[config.mk]
export PLATFORM = sky130hd
export DESIGN_NAME = cps_sideband
export DESIGN_NICKNAME = d
export VERILOG_FILES = /design/src/hdl/cps_pkg.sv /design/src/hdl/cps_sync.sv /design/src/hdl/cps_sideband.sv
export SDC_FILE = /design/constraint.sdc
export NUM_CORES = 1
export LEC_CHECK = 0
export ABC_AREA = 1
export BUFFER_PORTS_ARGS = -buffer_cell sky130_fd_sc_hd__buf_2
export CAP_MARGIN = 15
export CELL_PAD_IN_SITES_DETAIL_PLACEMENT = 1
export CELL_PAD_IN_SITES_GLOBAL_PLACEMENT = 1
export CORE_ASPECT_RATIO = 1.75
export CORE_MARGIN = 4
export CORE_UTILIZATION = 37
export CTS_BUF_LIST = sky130_fd_sc_hd__clkbuf_16
export CTS_CLUSTER_SIZE = 14
export DETAILED_ROUTE_END_ITERATION = 8
export MAX_ROUTING_LAYER = met4
export PLACE_DENSITY_LB_ADDON = 0.2
export SLEW_MARGIN = 20
export SYNTH_ARGS = -nofsm -noshare
export SYNTH_HDL_FRONTEND = slang
export SYNTH_HIERARCHICAL = 1
export SYNTH_SLANG_ARGS = --single-unit
[constraint.sdc]
create_clock -name clk -period 1.53 [get_ports clk]
set_input_delay 0.153 -clock clk [delete_from_list [all_inputs] [get_ports clk]]
set_output_delay 0.153 -clock clk [all_outputs]
set_load 0.1 [all_outputs]
[src/hdl/cps_pkg.sv]
// Shared constants for the control port and sideband pin block.
package cps_pkg;
   // ********************************************************************
   // Control port constants.
   // ********************************************************************
   localparam logic [3:0] I2C_ADDR_HI = 4'h4;
   localparam logic [3:0] BYTE_BITS = 4'h8;
   localparam int SYNC_W = 7;
   localparam int SY_SCL = 0;
   localparam int SY_SDA = 1;
   localparam int SY_SEL = 2;
   localparam int SY_AD1 = 3;
   localparam int SY_AD2 = 4;
   localparam int SY_BLK = 5;
   localparam int SY_USR = 6;

   // ********************************************************************
   // Interrupt trigger modes, event count and block-start timing.
   // ********************************************************************
   localparam logic [1:0] TRIG_ARRIVE = 2'h0;
   localparam logic [1:0] TRIG_REMOVE = 2'h1;
   localparam logic [1:0] TRIG_LEVEL = 2'h2;
   localparam int NUM_EVENTS = 8;
   localparam logic [1:0] BLOCK_SYNC_MIN_CYC = 2'h3;

   typedef enum logic [2:0] {
      ST_IDLE, ST_CMD, ST_ACK, ST_DATA, ST_DONE
   } cps_state_t;
endpackage

[src/hdl/cps_sync.sv]
// Two-stage synchroniser for a group of asynchronous pins.
`timescale 1ns/1ps
module cps_sync #(
   parameter int W = 1
) (
   // Clock and reset.
   input wire logic clk,
   input wire logic rst_b,
   // Pins and their synchronised copies.
   input wire logic [W-1:0] asyncIn,
   output logic [W-1:0] syncOut
);
   // ********************************************************************
   // Two flip-flops per bit.
   // ********************************************************************
   genvar i;
   generate
      for (i = 0; i < W; i++) begin : g_bit
         logic meta_r;
         logic hold_r;
         // The first stage feeds only the second stage.
         always_ff @(posedge clk or negedge rst_b) begin
            if (!rst_b) begin
               meta_r <= 1'b0;
               hold_r <= 1'b0;
            end else begin
               meta_r <= asyncIn[i];
               hold_r <= meta_r;
            end
         end
         // Each bit has a single process behind it.
         assign syncOut[i] = hold_r;
      end
   endgenerate
endmodule

[src/hdl/cps_sideband.sv]
// Control port protocol select, interrupt pin and block-start pin logic.
// What this block does
// Select falling edge switches port to SPI.
// Without such edge, port is I2C slave.
// I2C address uses address pins as bits.
// Host ties address-2 pin fixed in SPI.
// SPI traffic ignored while select is high.
// SPI command in on data-in, reads out.
// Host clock shifts bits both directions.
// I2C data line only pulled low.
// Each interrupt source has own mask.
// Interrupt causes readable as status byte.
// Interrupt polarity and open-drain are selectable.
// Interrupt holds until read and status clear.
// Block-start output high on first sub-frame.
// Three-cycle high input restarts block next.
// User bits optionally come from pin.
// Per-source trigger: arrival, removal, level.
// SPI selection stays until reset.
`timescale 1ns/1ps
module cps_sideband
   import cps_pkg::*;
#(
   parameter int NEV = NUM_EVENTS
) (
   // Clock (master clock) and reset.
   input wire logic clk,
   input wire logic rst_b,
   // Control port pins.
   input wire logic ctlSerClock,
   input wire logic addr0OrSelectPin,
   input wire logic addrPin1CtlSerIn,
   input wire logic addrPin2,
   input wire logic sdaIn,
   output logic sdaOut,
   output logic sdaOe,
   output logic spiModeActive,
   // Interrupt sources, configuration and pin.
   input wire logic [NEV-1:0] eventCond,
   input wire logic [NEV-1:0] intMask,
   input wire logic [2*NEV-1:0] intTrigMode,
   input wire logic intActiveHigh,
   input wire logic intOpenDrain,
   output logic [NEV-1:0] intStatus,
   output logic intOut,
   output logic intOe,
   // Block-start pin and transmitter side.
   input wire logic blockStartIsInput,
   input wire logic blockStartSyncIn,
   output logic blockStartSyncOut,
   output logic blockStartSyncOe,
   input wire logic subframeStart,
   input wire logic subframeIsFirst,
   output logic blockRestart,
   // User bit source.
   input wire logic userFromPin,
   input wire logic userPin,
   input wire logic userBufBit,
   output logic userBitOut
);
   // ********************************************************************
   // Pin synchronisation and edge detection.
   // ********************************************************************
   logic [SYNC_W-1:0] pinsAsync;
   logic [SYNC_W-1:0] pinsSync;
   logic [SYNC_W-1:0] pinsPrev_r;
   logic [1:0] fill_r, fill_nxt;
   logic primed;
   logic sclRise, sclFall, sdaRise, sdaFall, selFall;
   logic i2cStart, i2cStop, dataIn;

   assign pinsAsync = {userPin, blockStartSyncIn, addrPin2, addrPin1CtlSerIn,
                       addr0OrSelectPin, sdaIn, ctlSerClock};

   cps_sync #(.W(SYNC_W)) uSync (
      .clk(clk),
      .rst_b(rst_b),
      .asyncIn(pinsAsync),
      .syncOut(pinsSync)
   );

   // The synchroniser comes out of reset low while idle pins are high,
   // so edges are ignored until both it and the history hold real levels.
   assign primed = &fill_r;

   always_comb begin
      fill_nxt = primed ? fill_r : fill_r + 2'h1;
   end

   // Previous synchronised levels for edge detection.
   always_ff @(posedge clk or negedge rst_b) begin
      if (!rst_b) begin
         pinsPrev_r <= {SYNC_W{1'b1}};
         fill_r <= 2'h0;
      end else begin
         pinsPrev_r <= pinsSync;
         fill_r <= fill_nxt;
      end
   end

   // Edges of the host clock, data line and select pin.
   always_comb begin
      sclRise = primed & pinsSync[SY_SCL] & ~pinsPrev_r[SY_SCL];
      sclFall = primed & ~pinsSync[SY_SCL] & pinsPrev_r[SY_SCL];
      sdaRise = primed & pinsSync[SY_SDA] & ~pinsPrev_r[SY_SDA];
      sdaFall = primed & ~pinsSync[SY_SDA] & pinsPrev_r[SY_SDA];
      selFall = primed & ~pinsSync[SY_SEL] & pinsPrev_r[SY_SEL];
      i2cStart = pinsSync[SY_SCL] & pinsPrev_r[SY_SCL] & sdaFall;
      i2cStop = pinsSync[SY_SCL] & pinsPrev_r[SY_SCL] & sdaRise;
   end

   // ********************************************************************
   // Protocol selection.
   // ********************************************************************
   logic spiMode_r, spiMode_nxt;

   // A select falling edge latches SPI until reset; otherwise I2C.
   always_comb begin
      spiMode_nxt = spiMode_r | selFall;
   end

   always_ff @(posedge clk or negedge rst_b) begin
      if (!rst_b) begin
         spiMode_r <= 1'b0;
      end else begin
         spiMode_r <= spiMode_nxt;
      end
   end

   assign spiModeActive = spiMode_r;
   assign dataIn = spiMode_r ? pinsSync[SY_AD1] : pinsSync[SY_SDA];

   // ********************************************************************
   // Serial control engine: command byte in, status byte out.
   // ********************************************************************
   cps_state_t state_r, state_nxt;
   logic [3:0] bitCnt_r, bitCnt_nxt;
   logic [7:0] shiftIn_r, shiftIn_nxt;
   logic [7:0] shiftOut_r, shiftOut_nxt;
   logic [NEV-1:0] snap_r, snap_nxt;
   logic sdaLow_r, sdaLow_nxt;
   logic spiOut_r, spiOut_nxt;
   logic statusRead;
   logic [6:0] ownAddr;
   logic [7:0] statusByte;

   assign ownAddr = {I2C_ADDR_HI, pinsSync[SY_AD2], pinsSync[SY_AD1],
                     pinsSync[SY_SEL]};
   assign statusByte = 8'(intStatus);

   // Next-state logic for both protocols on the host's clock edges.
   always_comb begin
      state_nxt = state_r;
      bitCnt_nxt = bitCnt_r;
      shiftIn_nxt = shiftIn_r;
      shiftOut_nxt = shiftOut_r;
      snap_nxt = snap_r;
      sdaLow_nxt = sdaLow_r;
      spiOut_nxt = spiOut_r;
      statusRead = 1'b0;
      if (!spiMode_r && i2cStart) begin
         state_nxt = ST_CMD;
         bitCnt_nxt = 4'h0;
         sdaLow_nxt = 1'b0;
      end else if (!spiMode_r && i2cStop) begin
         state_nxt = ST_IDLE;
         sdaLow_nxt = 1'b0;
      end else if (selFall) begin
         state_nxt = ST_CMD;
         bitCnt_nxt = 4'h0;
      end else if (spiMode_r && pinsSync[SY_SEL]) begin
         state_nxt = ST_IDLE;
         spiOut_nxt = 1'b0;
      end else begin
         case (state_r)
            ST_CMD: begin
               if (sclRise && bitCnt_r != BYTE_BITS) begin
                  shiftIn_nxt = {shiftIn_r[6:0], dataIn};
                  bitCnt_nxt = bitCnt_r + 4'h1;
               end else if (sclFall && bitCnt_r == BYTE_BITS) begin
                  bitCnt_nxt = 4'h0;
                  shiftOut_nxt = statusByte;
                  snap_nxt = intStatus;
                  if (spiMode_r) begin
                     state_nxt = shiftIn_r[0] ? ST_DATA : ST_DONE;
                     spiOut_nxt = shiftIn_r[0] & statusByte[7];
                  end else if (shiftIn_r[7:1] == ownAddr) begin
                     state_nxt = ST_ACK;
                     sdaLow_nxt = 1'b1;
                  end else begin
                     state_nxt = ST_IDLE;
                  end
               end
            end
            ST_ACK: begin
               if (sclFall) begin
                  state_nxt = shiftIn_r[0] ? ST_DATA : ST_DONE;
                  sdaLow_nxt = shiftIn_r[0] & ~shiftOut_r[7];
               end
            end
            ST_DATA: begin
               if (sclRise) begin
                  bitCnt_nxt = bitCnt_r + 4'h1;
                  statusRead = (bitCnt_r == BYTE_BITS - 4'h1);
               end else if (sclFall) begin
                  shiftOut_nxt = {shiftOut_r[6:0], 1'b0};
                  if (bitCnt_r == BYTE_BITS) begin
                     state_nxt = ST_DONE;
                     sdaLow_nxt = 1'b0;
                     spiOut_nxt = 1'b0;
                  end else begin
                     sdaLow_nxt = ~spiMode_r & ~shiftOut_r[6];
                     spiOut_nxt = spiMode_r & shiftOut_r[6];
                  end
               end
            end
            default: begin
               sdaLow_nxt = sdaLow_r & ~sclFall;
            end
         endcase
      end
   end

   always_ff @(posedge clk or negedge rst_b) begin
      if (!rst_b) begin
         state_r <= ST_IDLE;
         bitCnt_r <= 4'h0;
         shiftIn_r <= 8'h00;
         shiftOut_r <= 8'h00;
         snap_r <= '0;
         sdaLow_r <= 1'b0;
         spiOut_r <= 1'b0;
      end else begin
         state_r <= state_nxt;
         bitCnt_r <= bitCnt_nxt;
         shiftIn_r <= shiftIn_nxt;
         shiftOut_r <= shiftOut_nxt;
         snap_r <= snap_nxt;
         sdaLow_r <= sdaLow_nxt;
         spiOut_r <= spiOut_nxt;
      end
   end

   // Shared data pin: active driver in SPI, pull-low only in I2C.
   assign sdaOut = spiMode_r ? spiOut_r : 1'b0;
   assign sdaOe = spiMode_r ? ~pinsSync[SY_SEL] : sdaLow_r;

   // ********************************************************************
   // Interrupt status, masking and pin.
   // ********************************************************************
   logic [NEV-1:0] condPrev_r, condPrev_nxt;
   logic [NEV-1:0] status_r, status_nxt;
   logic [NEV-1:0] trig;
   logic intAct_r, intAct_nxt;
   logic readSeen_r, readSeen_nxt;

   genvar e;
   generate
      for (e = 0; e < NEV; e++) begin : g_ev
         // Trigger detection per source.
         always_comb begin
            case (intTrigMode[2*e +: 2])
               TRIG_ARRIVE: trig[e] = eventCond[e] & ~condPrev_r[e];
               TRIG_REMOVE: trig[e] = ~eventCond[e] & condPrev_r[e];
               TRIG_LEVEL: trig[e] = eventCond[e];
               default: trig[e] = 1'b0;
            endcase
         end
      end
   endgenerate

   // Sticky status: a new event wins over the clear by a read.
   always_comb begin
      condPrev_nxt = eventCond;
      status_nxt = trig | (status_r & ~(statusRead ? snap_r : '0));
      readSeen_nxt = intAct_r & (readSeen_r | statusRead);
      intAct_nxt = intAct_r;
      if (|(status_r & intMask)) begin
         intAct_nxt = 1'b1;
      end else if (intAct_r && readSeen_r && status_r == '0) begin
         intAct_nxt = 1'b0;
         readSeen_nxt = 1'b0;
      end
   end

   always_ff @(posedge clk or negedge rst_b) begin
      if (!rst_b) begin
         condPrev_r <= '0;
         status_r <= '0;
         intAct_r <= 1'b0;
         readSeen_r <= 1'b0;
      end else begin
         condPrev_r <= condPrev_nxt;
         status_r <= status_nxt;
         intAct_r <= intAct_nxt;
         readSeen_r <= readSeen_nxt;
      end
   end

   assign intStatus = status_r;
   // Level follows polarity; open drain drives only the low level.
   assign intOut = intAct_r ~^ intActiveHigh;
   assign intOe = ~intOpenDrain | ~intOut;

   // ********************************************************************
   // Block-start pin and user bit source.
   // ********************************************************************
   logic [1:0] highCnt_r, highCnt_nxt;
   logic restartReq_r, restartReq_nxt;
   logic blkOut_r, blkOut_nxt;
   logic restart_r, restart_nxt;
   logic user_r, user_nxt;

   // Output marks the first sub-frame; input requests a restart.
   always_comb begin
      highCnt_nxt = 2'h0;
      restartReq_nxt = restartReq_r;
      blkOut_nxt = blkOut_r;
      restart_nxt = 1'b0;
      user_nxt = userFromPin ? pinsSync[SY_USR] : userBufBit;
      if (blockStartIsInput) begin
         blkOut_nxt = 1'b0;
         if (pinsSync[SY_BLK]) begin
            highCnt_nxt = (highCnt_r == BLOCK_SYNC_MIN_CYC) ?
                          highCnt_r : highCnt_r + 2'h1;
         end
         if (highCnt_nxt == BLOCK_SYNC_MIN_CYC) begin
            restartReq_nxt = 1'b1;
         end
         if (subframeStart && restartReq_r) begin
            restart_nxt = 1'b1;
            restartReq_nxt = 1'b0;
         end
      end else begin
         restartReq_nxt = 1'b0;
         if (subframeStart) begin
            blkOut_nxt = subframeIsFirst;
         end
      end
   end

   always_ff @(posedge clk or negedge rst_b) begin
      if (!rst_b) begin
         highCnt_r <= 2'h0;
         restartReq_r <= 1'b0;
         blkOut_r <= 1'b0;
         restart_r <= 1'b0;
         user_r <= 1'b0;
      end else begin
         highCnt_r <= highCnt_nxt;
         restartReq_r <= restartReq_nxt;
         blkOut_r <= blkOut_nxt;
         restart_r <= restart_nxt;
         user_r <= user_nxt;
      end
   end

   assign blockStartSyncOut = blkOut_r;
   assign blockStartSyncOe = ~blockStartIsInput;
   assign blockRestart = restart_r;
   assign userBitOut = user_r;
endmodule

==> qor.csv, run 1 <==
stage,metric,value,unit
yosys,most numerous cell in the Yosys netlist,nand2_1,
worst_setup_path,CP endpoint kind,register,
drt,Iteration-0 DRC Markers,133,
worst_setup_path,CP Launch Type,register,
clock_tree,worst skew pair latency,0.34,ns
sta,Tmin final,1.74,ns
yosys,"Net Count, Synth",507,
sta,measured slew at the worst slew-check pin,0.505,ns
sta,# setup viols final,42,
yosys,adder-cell share of the synthesized area,0.997,%
yosys,number of synthesized flops with an enable pin,0,
yosys,Synth Area in Simple Gates,28.4,%
clock_tree,Clock Sinks,77,
worst_hold_path,Hold Path Class,input port to register,
status,status,"finished, violations left",
floorplanning,die area,11900,sq um
global_routing,largest net degree at the start of global routing,29,
sta,clk_skew,0.0103,ns
power,VDD IR-drop max,1.05,mV
run,max-cap violation count,0,
yosys,"Top FF cell, synth",dfrtp_1,
drt,DRC,0,
floorplanning,die height,141,um
worst_setup_path,critical path class,register to register,
sta,fin. max-slew vios,0,
yosys,area share of the largest cell type after synthesis,49.2,%
drt,vias,3716,
final_layout,synthesis-to-layout area growth,52.6,%
yosys,Synth area leaders,"dfrtp_1, nand2_1, inv_1",
yosys,mux share of post-synthesis cell area,0.299,%
drt,drt pass-1 iters,4,
final_layout,layout cells sized above 1,42.9,%
place,# port buffers,64,
global_routing,first-pass GRT wire length,19000,um
yosys,post-synth cell types,31,
final_layout,FILL cells,1163,
place,area post-placement,4540,sq um
yosys,synthesized instance count,456,
floorplanning,Die Span X,84.3,um
sta,worst rel slew slack,66.6,%
power,total power per unit cell area,1280,nW/um^2
sta,fin crit share,114,%
floorplanning,I/O pin cnt,65,
sta,RSZ-0062 raised after global routing,yes,
drt,Final ANT Viol Nets,0,
clock_tree,CTS Buf Count,9,
global_routing,vias in the first global route,4030,
yosys,complex-gate fraction of the synthesized area,8.94,%
yosys,Synth warnings,6,
sta,"crit path setup slack, layout",-0.209,ns
yosys,"top cells by count, synth","nand2_1, dfrtp_1, inv_1",
floorplanning,standard-cell rows,48,
clock_tree,H-tree depth,3,
final_layout,Finished Cell Area,5750,sq um
final_layout,"Core Util, Final",58.0,%
status,failing checks,negative setup slack,
yosys,xor/xnor cell area share of the yosys netlist,0.465,%
worst_setup_path,r2r startpoint,fill_r[0]$_DFFE_PN0P_,
place,dpl hpwl,7950,um
final_layout,nets@finish,648,
global_routing,initial antenna violation count,0,
power,Leakage,0.00283,uW
clock_tree,clock-pin slew on the worst setup and hold paths,0.06,ns
worst_hold_path,hold path startpoint,intTrigMode[10],
final_layout,Sequential Area,1940,sq um
yosys,post-synthesis cell area,3770,sq um
final_layout,multi-input logic area,1960,sq um
yosys,synthesized flop and latch total,77,
yosys,Synth area leader,dfrtp_1,
final_layout,Diodes inserted,0,
yosys,main combinational cell family by area after synthesis,simple AND/OR/NAND/NOR gates,
worst_setup_path,CP arrival,1.96,ns
yosys,post-synthesis area per instance,8.26,sq um
floorplanning,Starting Density,38.0,%
global_routing,Congestion Overflow GR,0,
sta,fmax,575,MHz
worst_setup_path,Required @ worst endpoint,1.75,ns
worst_setup_path,Critical Path Source,fill_r[0]$_DFFE_PN0P_,
place,GPL Wtd Cong,0.862,
global_routing,GR Util All Layers,20.9,%
clock_tree,CTS max path bufs,2,
drt,WL per Instance,18.7,um
floorplanning,Core ar.,9910,sq um
drt,vias per cell,5.11,
clock_tree,root buffer cell,clkbuf_16,
sta,"Hold Vio Cnt, Final",0,
worst_setup_path,worst-path fanout max,7,
clock_tree,TritonCTS clock tree,built,
drt,WL final,13600,um
yosys,register area share after synthesis,51.3,%
yosys,Post-synth ARST share,100,%
[per-layer routing]
layer / global-route usage, % / routed length, um / up-vias
met5: - / 0 / -
met4: 11.0 / 575 / 0
met3: 3.72 / 342 / 39
met2: 39.5 / 7940 / 93
met1: 19.6 / 4760 / 1867
li1: - / - / 1717
[final cells by class]
| cell class | count | area share [%] |
|---|---|---|
| flip-flops and latches | 77 | 33.8 |
| inverters | 70 | 4.81 |
| multi-input cells | 300 | 34.0 |
| well taps | 125 | 2.72 |
| repair buffers | 139 | 19.1 |
| clock buffers | 9 | 3.92 |
| clock inverters | 7 | 1.70 |
[report_power, final]
group	internal (uW)	leakage [uW]	switching, uW
Combinational	1010	0.00176	1450
Clock	1440	0.000158	904
Sequential	2300	0.000918	261
Total	4750	0.00283	2620
[metrics by stage]
stage	instances	setup WS (ns)	power (uW)	setup TNS [ns]	hold slack, ns
3_3_place_gp	667	-0.217	4150	-5.68	0.0625
4_1_cts	714	-0.110	6850	-2.45	0.0317
5_1_grt	727	-0.286	7710	-9.19	0.0485
2_1_floorplan	456	-0.161	3490	-2.99	-0.143
6_report	727	-0.209	7360	-5.95	0.0494
3_5_place_dp	667	-0.267	4220	-7.80	0.0617
[what timing repair did]
action	4_1_cts	5_1_grt
resized for setup	49	87
setup endpoints to repair	45	44
gates cloned	3	1
hold buffers	17	0
pin swaps	15	31
setup buffers	11	12
hold endpoints to repair	60	0
[cells in the final DEF, fill, tap and decap left out, types with 3 or more instances in the layout]
| master | count |
|---|---|
| nand3_4 | 8 |
| buf_2 | 58 |
| dfstp_2 | 3 |
| a21oi_1 | 14 |
| inv_2 | 11 |
| nor2_1 | 28 |
| buf_4 | 44 |
| nand2_1 | 100 |
| nor2_4 | 16 |
| dlygate4sd3_1 | 17 |
| nand3_1 | 16 |
| inv_4 | 4 |
| inv_1 | 55 |
| nand2_2 | 21 |
| clkbuf_16 | 10 |
| o21ai_2 | 18 |
| buf_6 | 11 |
| nor3_1 | 17 |
| nand2_8 | 3 |
| nand3_2 | 5 |
| dfrtp_2 | 5 |
| nand2_4 | 12 |
| o21ai_1 | 7 |
| buf_12 | 7 |
| dfrtp_1 | 68 |
| nand3b_4 | 3 |
| o21ai_0 | 14 |
[flip-flops by register name, indices dropped and copies added (netlist names)]
signal / cells
bitCnt_r: 4
blockRestart: 1
blockStartSyncOut: 1
condPrev_r: 8
fill_r: 2
highCnt_r: 2
intAct_r: 1
intStatus: 8
pinsPrev_r: 3
readSeen_r: 1
restartReq_r: 1
sdaLow_r: 1
shiftIn_r: 8
shiftOut_r: 8
snap_r: 8
spiModeActive: 1
spiOut_r: 1
state_r: 3
uSync/g_bit.hold_r: 7
uSync/g_bit.meta_r: 7
userBitOut: 1
[worst max-delay path: stages, from the launching register on]
cell and delay (ns):
dfrtp_1 0.40, ha_4 0.23, nand2_4 0.07, nor2_4 0.20
nand2_4 0.13, inv_4 0.09, nand2_4 0.05, nor2_4 0.17
inv_2 0.11, nand2_1 0.08, o21ai_1 0.08
[final timing paths]
kind	slack, ns	cells past startpoint	end
max	-0.21	10	shiftIn_r[4]$_DFFE_PN0P_
min	0.05	3	intStatus[5]$_DFF_PN0_
max reg2reg	-0.21	10	shiftIn_r[4]$_DFFE_PN0P_
min reg2reg	0.35	0	uSync/g_bit[1].hold_r$_DFF_PN0_
max in group asynchronous	0.71	3	state_r[1]$_DFFE_PN0P_
min in group asynchronous	0.23	2	shiftIn_r[2]$_DFFE_PN0P_
[cells by family after synthesis]
logic type / count (synthesis)
muxes: 1
adders and majority gates: 3
and+or+nand+nor: 232
buffers and inverters: 82
xor gates and xnor gates: 2
AOI/OAI and AO/OA: 59
DFF: 77
Power figures use the tool's default switching activity.
==> inputs of run 2 (changes only) <==
--- a/config.mk
+++ b/config.mk
@@ -12,12 +12,13 @@
 export CELL_PAD_IN_SITES_GLOBAL_PLACEMENT = 1
 export CORE_ASPECT_RATIO = 1.75
 export CORE_MARGIN = 4
-export CORE_UTILIZATION = 37
+export CORE_UTILIZATION = 30
 export CTS_BUF_LIST = sky130_fd_sc_hd__clkbuf_16
 export CTS_CLUSTER_SIZE = 14
 export DETAILED_ROUTE_END_ITERATION = 8
 export MAX_ROUTING_LAYER = met4
 export PLACE_DENSITY_LB_ADDON = 0.2
+export REMOVE_ABC_BUFFERS = 1
 export SLEW_MARGIN = 20
 export SYNTH_ARGS = -nofsm -noshare
 export SYNTH_HDL_FRONTEND = slang
==> run 2 against run 1 <==
Effect of this change: the run still ends with negative setup slack left; first-iteration DRC count down 22%; clock-buffer cell count unchanged; routed wire length down 18%; worst hold slack lost 0.037 ns; fmax up 6.4%; non-clock buffer count decreased by 8; total power decreased by 8.3%; largest cell class is now sequential cells; highest routed layer unchanged; sequential share of layout area grew 2.1 points; die area increased by 21%; flip-flop and latch count is the same.
==> qor.csv, run 2 (synthesis gave the netlist of run 1 again) <==
stage,metric,value,unit,change
worst_setup_path,CP Launch Type,register,,
power,Leakage,0.00269,uW,-4.9%
global_routing,vias in the first global route,3854,,-4.4%
clock_tree,root buffer cell,clkbuf_16,,
power,total power per unit cell area,1250,nW/um^2,-2.4%
global_routing,initial antenna violation count,0,,unchanged
floorplanning,standard-cell rows,53,,+10%
drt,vias per cell,4.56,,-11%
worst_setup_path,R2R depth,9,,-1
final_layout,"commonest non-fill, non-tap cell in the layout",nand2_1,,
worst_setup_path,critical path class,register to register,,
worst_setup_path,Critical Path Slowest Stage Cell,dfrtp_1,,
global_routing,Congestion Overflow GR,0,,unchanged
final_layout,Sequential Area,1940,sq um,-0.26%
sta,"crit path setup slack, layout",-0.105,ns,+0.104 ns
floorplanning,die height,156,um,+10%
sta,fin. max-slew vios,0,,unchanged
worst_setup_path,CP arrival,1.87,ns,-0.09 ns
global_routing,largest net degree at the start of global routing,32,,+10%
worst_setup_path,Critical Path Source,fill_r[0]$_DFFE_PN0P_,,
final_layout,nets@finish,639,,-1.4%
drt,Iteration-0 DRC Markers,104,,-22%
floorplanning,die area,14500,sq um,+21%
sta,fin crit share,107,%,-6.8 points
final_layout,synthesis-to-layout area growth,43.4,%,
final_layout,Diodes inserted,0,,unchanged
drt,vias,3457,,-7.0%
clock_tree,H-tree depth,3,,unchanged
worst_setup_path,Worst Path Buf+Inv,1,,-1
sta,measured slew at the worst slew-check pin,0.497,ns,-0.00800 ns
place,# port buffers,64,,unchanged
worst_hold_path,hold path depth,2,,-1
global_routing,first-pass GRT wire length,18400,um,-3.2%
worst_hold_path,Hold Path Class,input port to register,,
clock_tree,CTS max path bufs,2,,unchanged
worst_setup_path,CP max stage delay,0.42,ns,+0.02 ns
worst_setup_path,worst-path fanout max,8,,+1
clock_tree,CTS Buf Count,9,,unchanged
sta,clk_skew,0.00733,ns,-0.00295 ns
sta,hold slack,0.0129,ns,-0.0365 ns
clock_tree,Clock Sinks,77,,unchanged
sta,"Hold Vio Cnt, Final",0,,unchanged
worst_setup_path,critical-path cell list,ha_4 > inv_4 > nor2_4 > nand3b_4 > nand2_4 > nor2_4 > nand3_4 > nand2_1 > o21ai_2,,
clock_tree,worst skew pair latency,0.34,ns,about the same
final_layout,layout cells sized above 1,35.8,%,-7.1 points
floorplanning,Die Span X,92.7,um,+10%
sta,RSZ-0062 raised after global routing,yes,,
clock_tree,TritonCTS clock tree,built,,
worst_setup_path,r2r startpoint,fill_r[0]$_DFFE_PN0P_,,
clock_tree,clock-pin slew on the worst setup and hold paths,0.06,ns,about the same
run,max-cap violation count,0,,unchanged
worst_setup_path,Top delay family on crit path,simple AND/OR/NAND/NOR gates,,
worst_setup_path,Required @ worst endpoint,1.76,ns,about the same
sta,Tmin final,1.63,ns,-0.104 ns
sta,fmax,612,MHz,+6.4%
floorplanning,I/O pin cnt,65,,unchanged
power,VDD IR-drop max,0.588,mV,-44%
drt,DRC,0,,unchanged
drt,drt pass-1 iters,4,,unchanged
worst_setup_path,r2r setup slk,-0.10,ns,+0.10 ns
floorplanning,Starting Density,31.0,%,-7.0 points
place,GPL Wtd Cong,0.876,,+1.6%
status,status,"finished, violations left",,
global_routing,GR Util All Layers,16.8,%,-4.1 points
floorplanning,Core ar.,12100,sq um,+22%
place,dpl hpwl,8210,um,+3.2%
drt,WL final,11100,um,-18%
worst_setup_path,Most Frequent Cell on Critical Path,nor2_4,,
sta,worst rel slew slack,67.1,%,+0.53 points
worst_setup_path,CP endpoint kind,register,,
final_layout,FILL cells,1466,,+26%
status,failing checks,negative setup slack,,
drt,WL per Instance,14.7,um,-22%
drt,Final ANT Viol Nets,0,,unchanged
place,post-place setup slack,-0.310,ns,-0.0424 ns
final_layout,Final Non-Filler Cells,758,,+4.3%
final_layout,most frequent cells in the layout,"nand2_1, dfrtp_1, inv_1",,
worst_setup_path,critical path depth in cells,9,,-1
final_layout,multi-input logic area,1710,sq um,-13%
worst_hold_path,hold path startpoint,subframeStart,,
place,Cells after DPL,712,,+6.7%
power,total design power,6750,uW,-8.3%
sta,# setup viols final,40,,-4.8%
## run 2: changes by cell type in the layout (fill, tap and decap cells not counted), moves of 6 or more
| cell | previous run | this run |
|---|---|---|
| o21ai_2 | 18 | 8 |
| nand2_1 | 100 | 113 |
| nand2_2 | 21 | 15 |
| o21ai_1 | 7 | 14 |
| buf_6 | 11 | 5 |
## run 2: layer usage
metal  vias up  routed length (um)  GRT usage (%)  part of all wire, %
li1       1694                   -              -                    -
met1      1665                4040           16.6                   36
met2        76                6430           31.9                   58
met3        22                 327           2.98                  2.9
met4         0                 332           6.99                  3.0
met5         -                   0              -                    0
## run 2: final cells by class
type                            instances  share of cell area [%]
Sequential cell                        77                    35.8
Multi-Input combinational cell        299                    31.6
Timing Repair Buffer                  131                    18.0
Inverter                               70                    5.00
Clock buffer                            9                    4.17
Tap cell                              165                    3.82
Clock inverter                          7                    1.46
## run 2: through the flow
stage / utilization, % / cell area (sq um) / TNS [ns]
after floorplan: - / 3670 / -20.53
after global placement: 37.6 / 4560 / -6.95
after detailed placement: 37.6 / 4560 / -8.93
after CTS: 44.0 / 5340 / -2.78
after global routing: 44.5 / 5400 / -7.10
final: 44.5 / 5400 / -2.60
## run 2: repair_timing
action                     4_1_cts  5_1_grt
pin swaps                       15        5
cloned                           2        0
hold buffers                    16        0
buffers inserted                11        1
hold endpoints to repair        34        0
gates resized for setup         66       16
setup endpoints to repair       45       44
## run 2: where the power goes
part / switching, uW / internal (uW)
clock: 934 / 1290
combinational: 1190 / 829
sequential: 215 / 2300
total: 2340 / 4410
## run 2: worst reg2reg max path, delay by kind of cell (launching register included)
kind / cells / cell delay, ns
buf+inv: 1 / 0.08
flops: 1 / 0.42
simple gates: 6 / 0.76
fa+ha+maj: 1 / 0.20
compound gates: 1 / 0.06
## run 2: path summary, 6_finish.rpt
kind,end
max,snap_r[7]$_DFFE_PN0P_
max reg2reg,snap_r[7]$_DFFE_PN0P_
min in group asynchronous,snap_r[3]$_DFFE_PN0P_
min reg2reg,uSync/g_bit[3].hold_r$_DFF_PN0_
min,blockStartSyncOut$_DFFE_PN0P_
max in group asynchronous,pinsPrev_r[2]$_DFF_PN1_
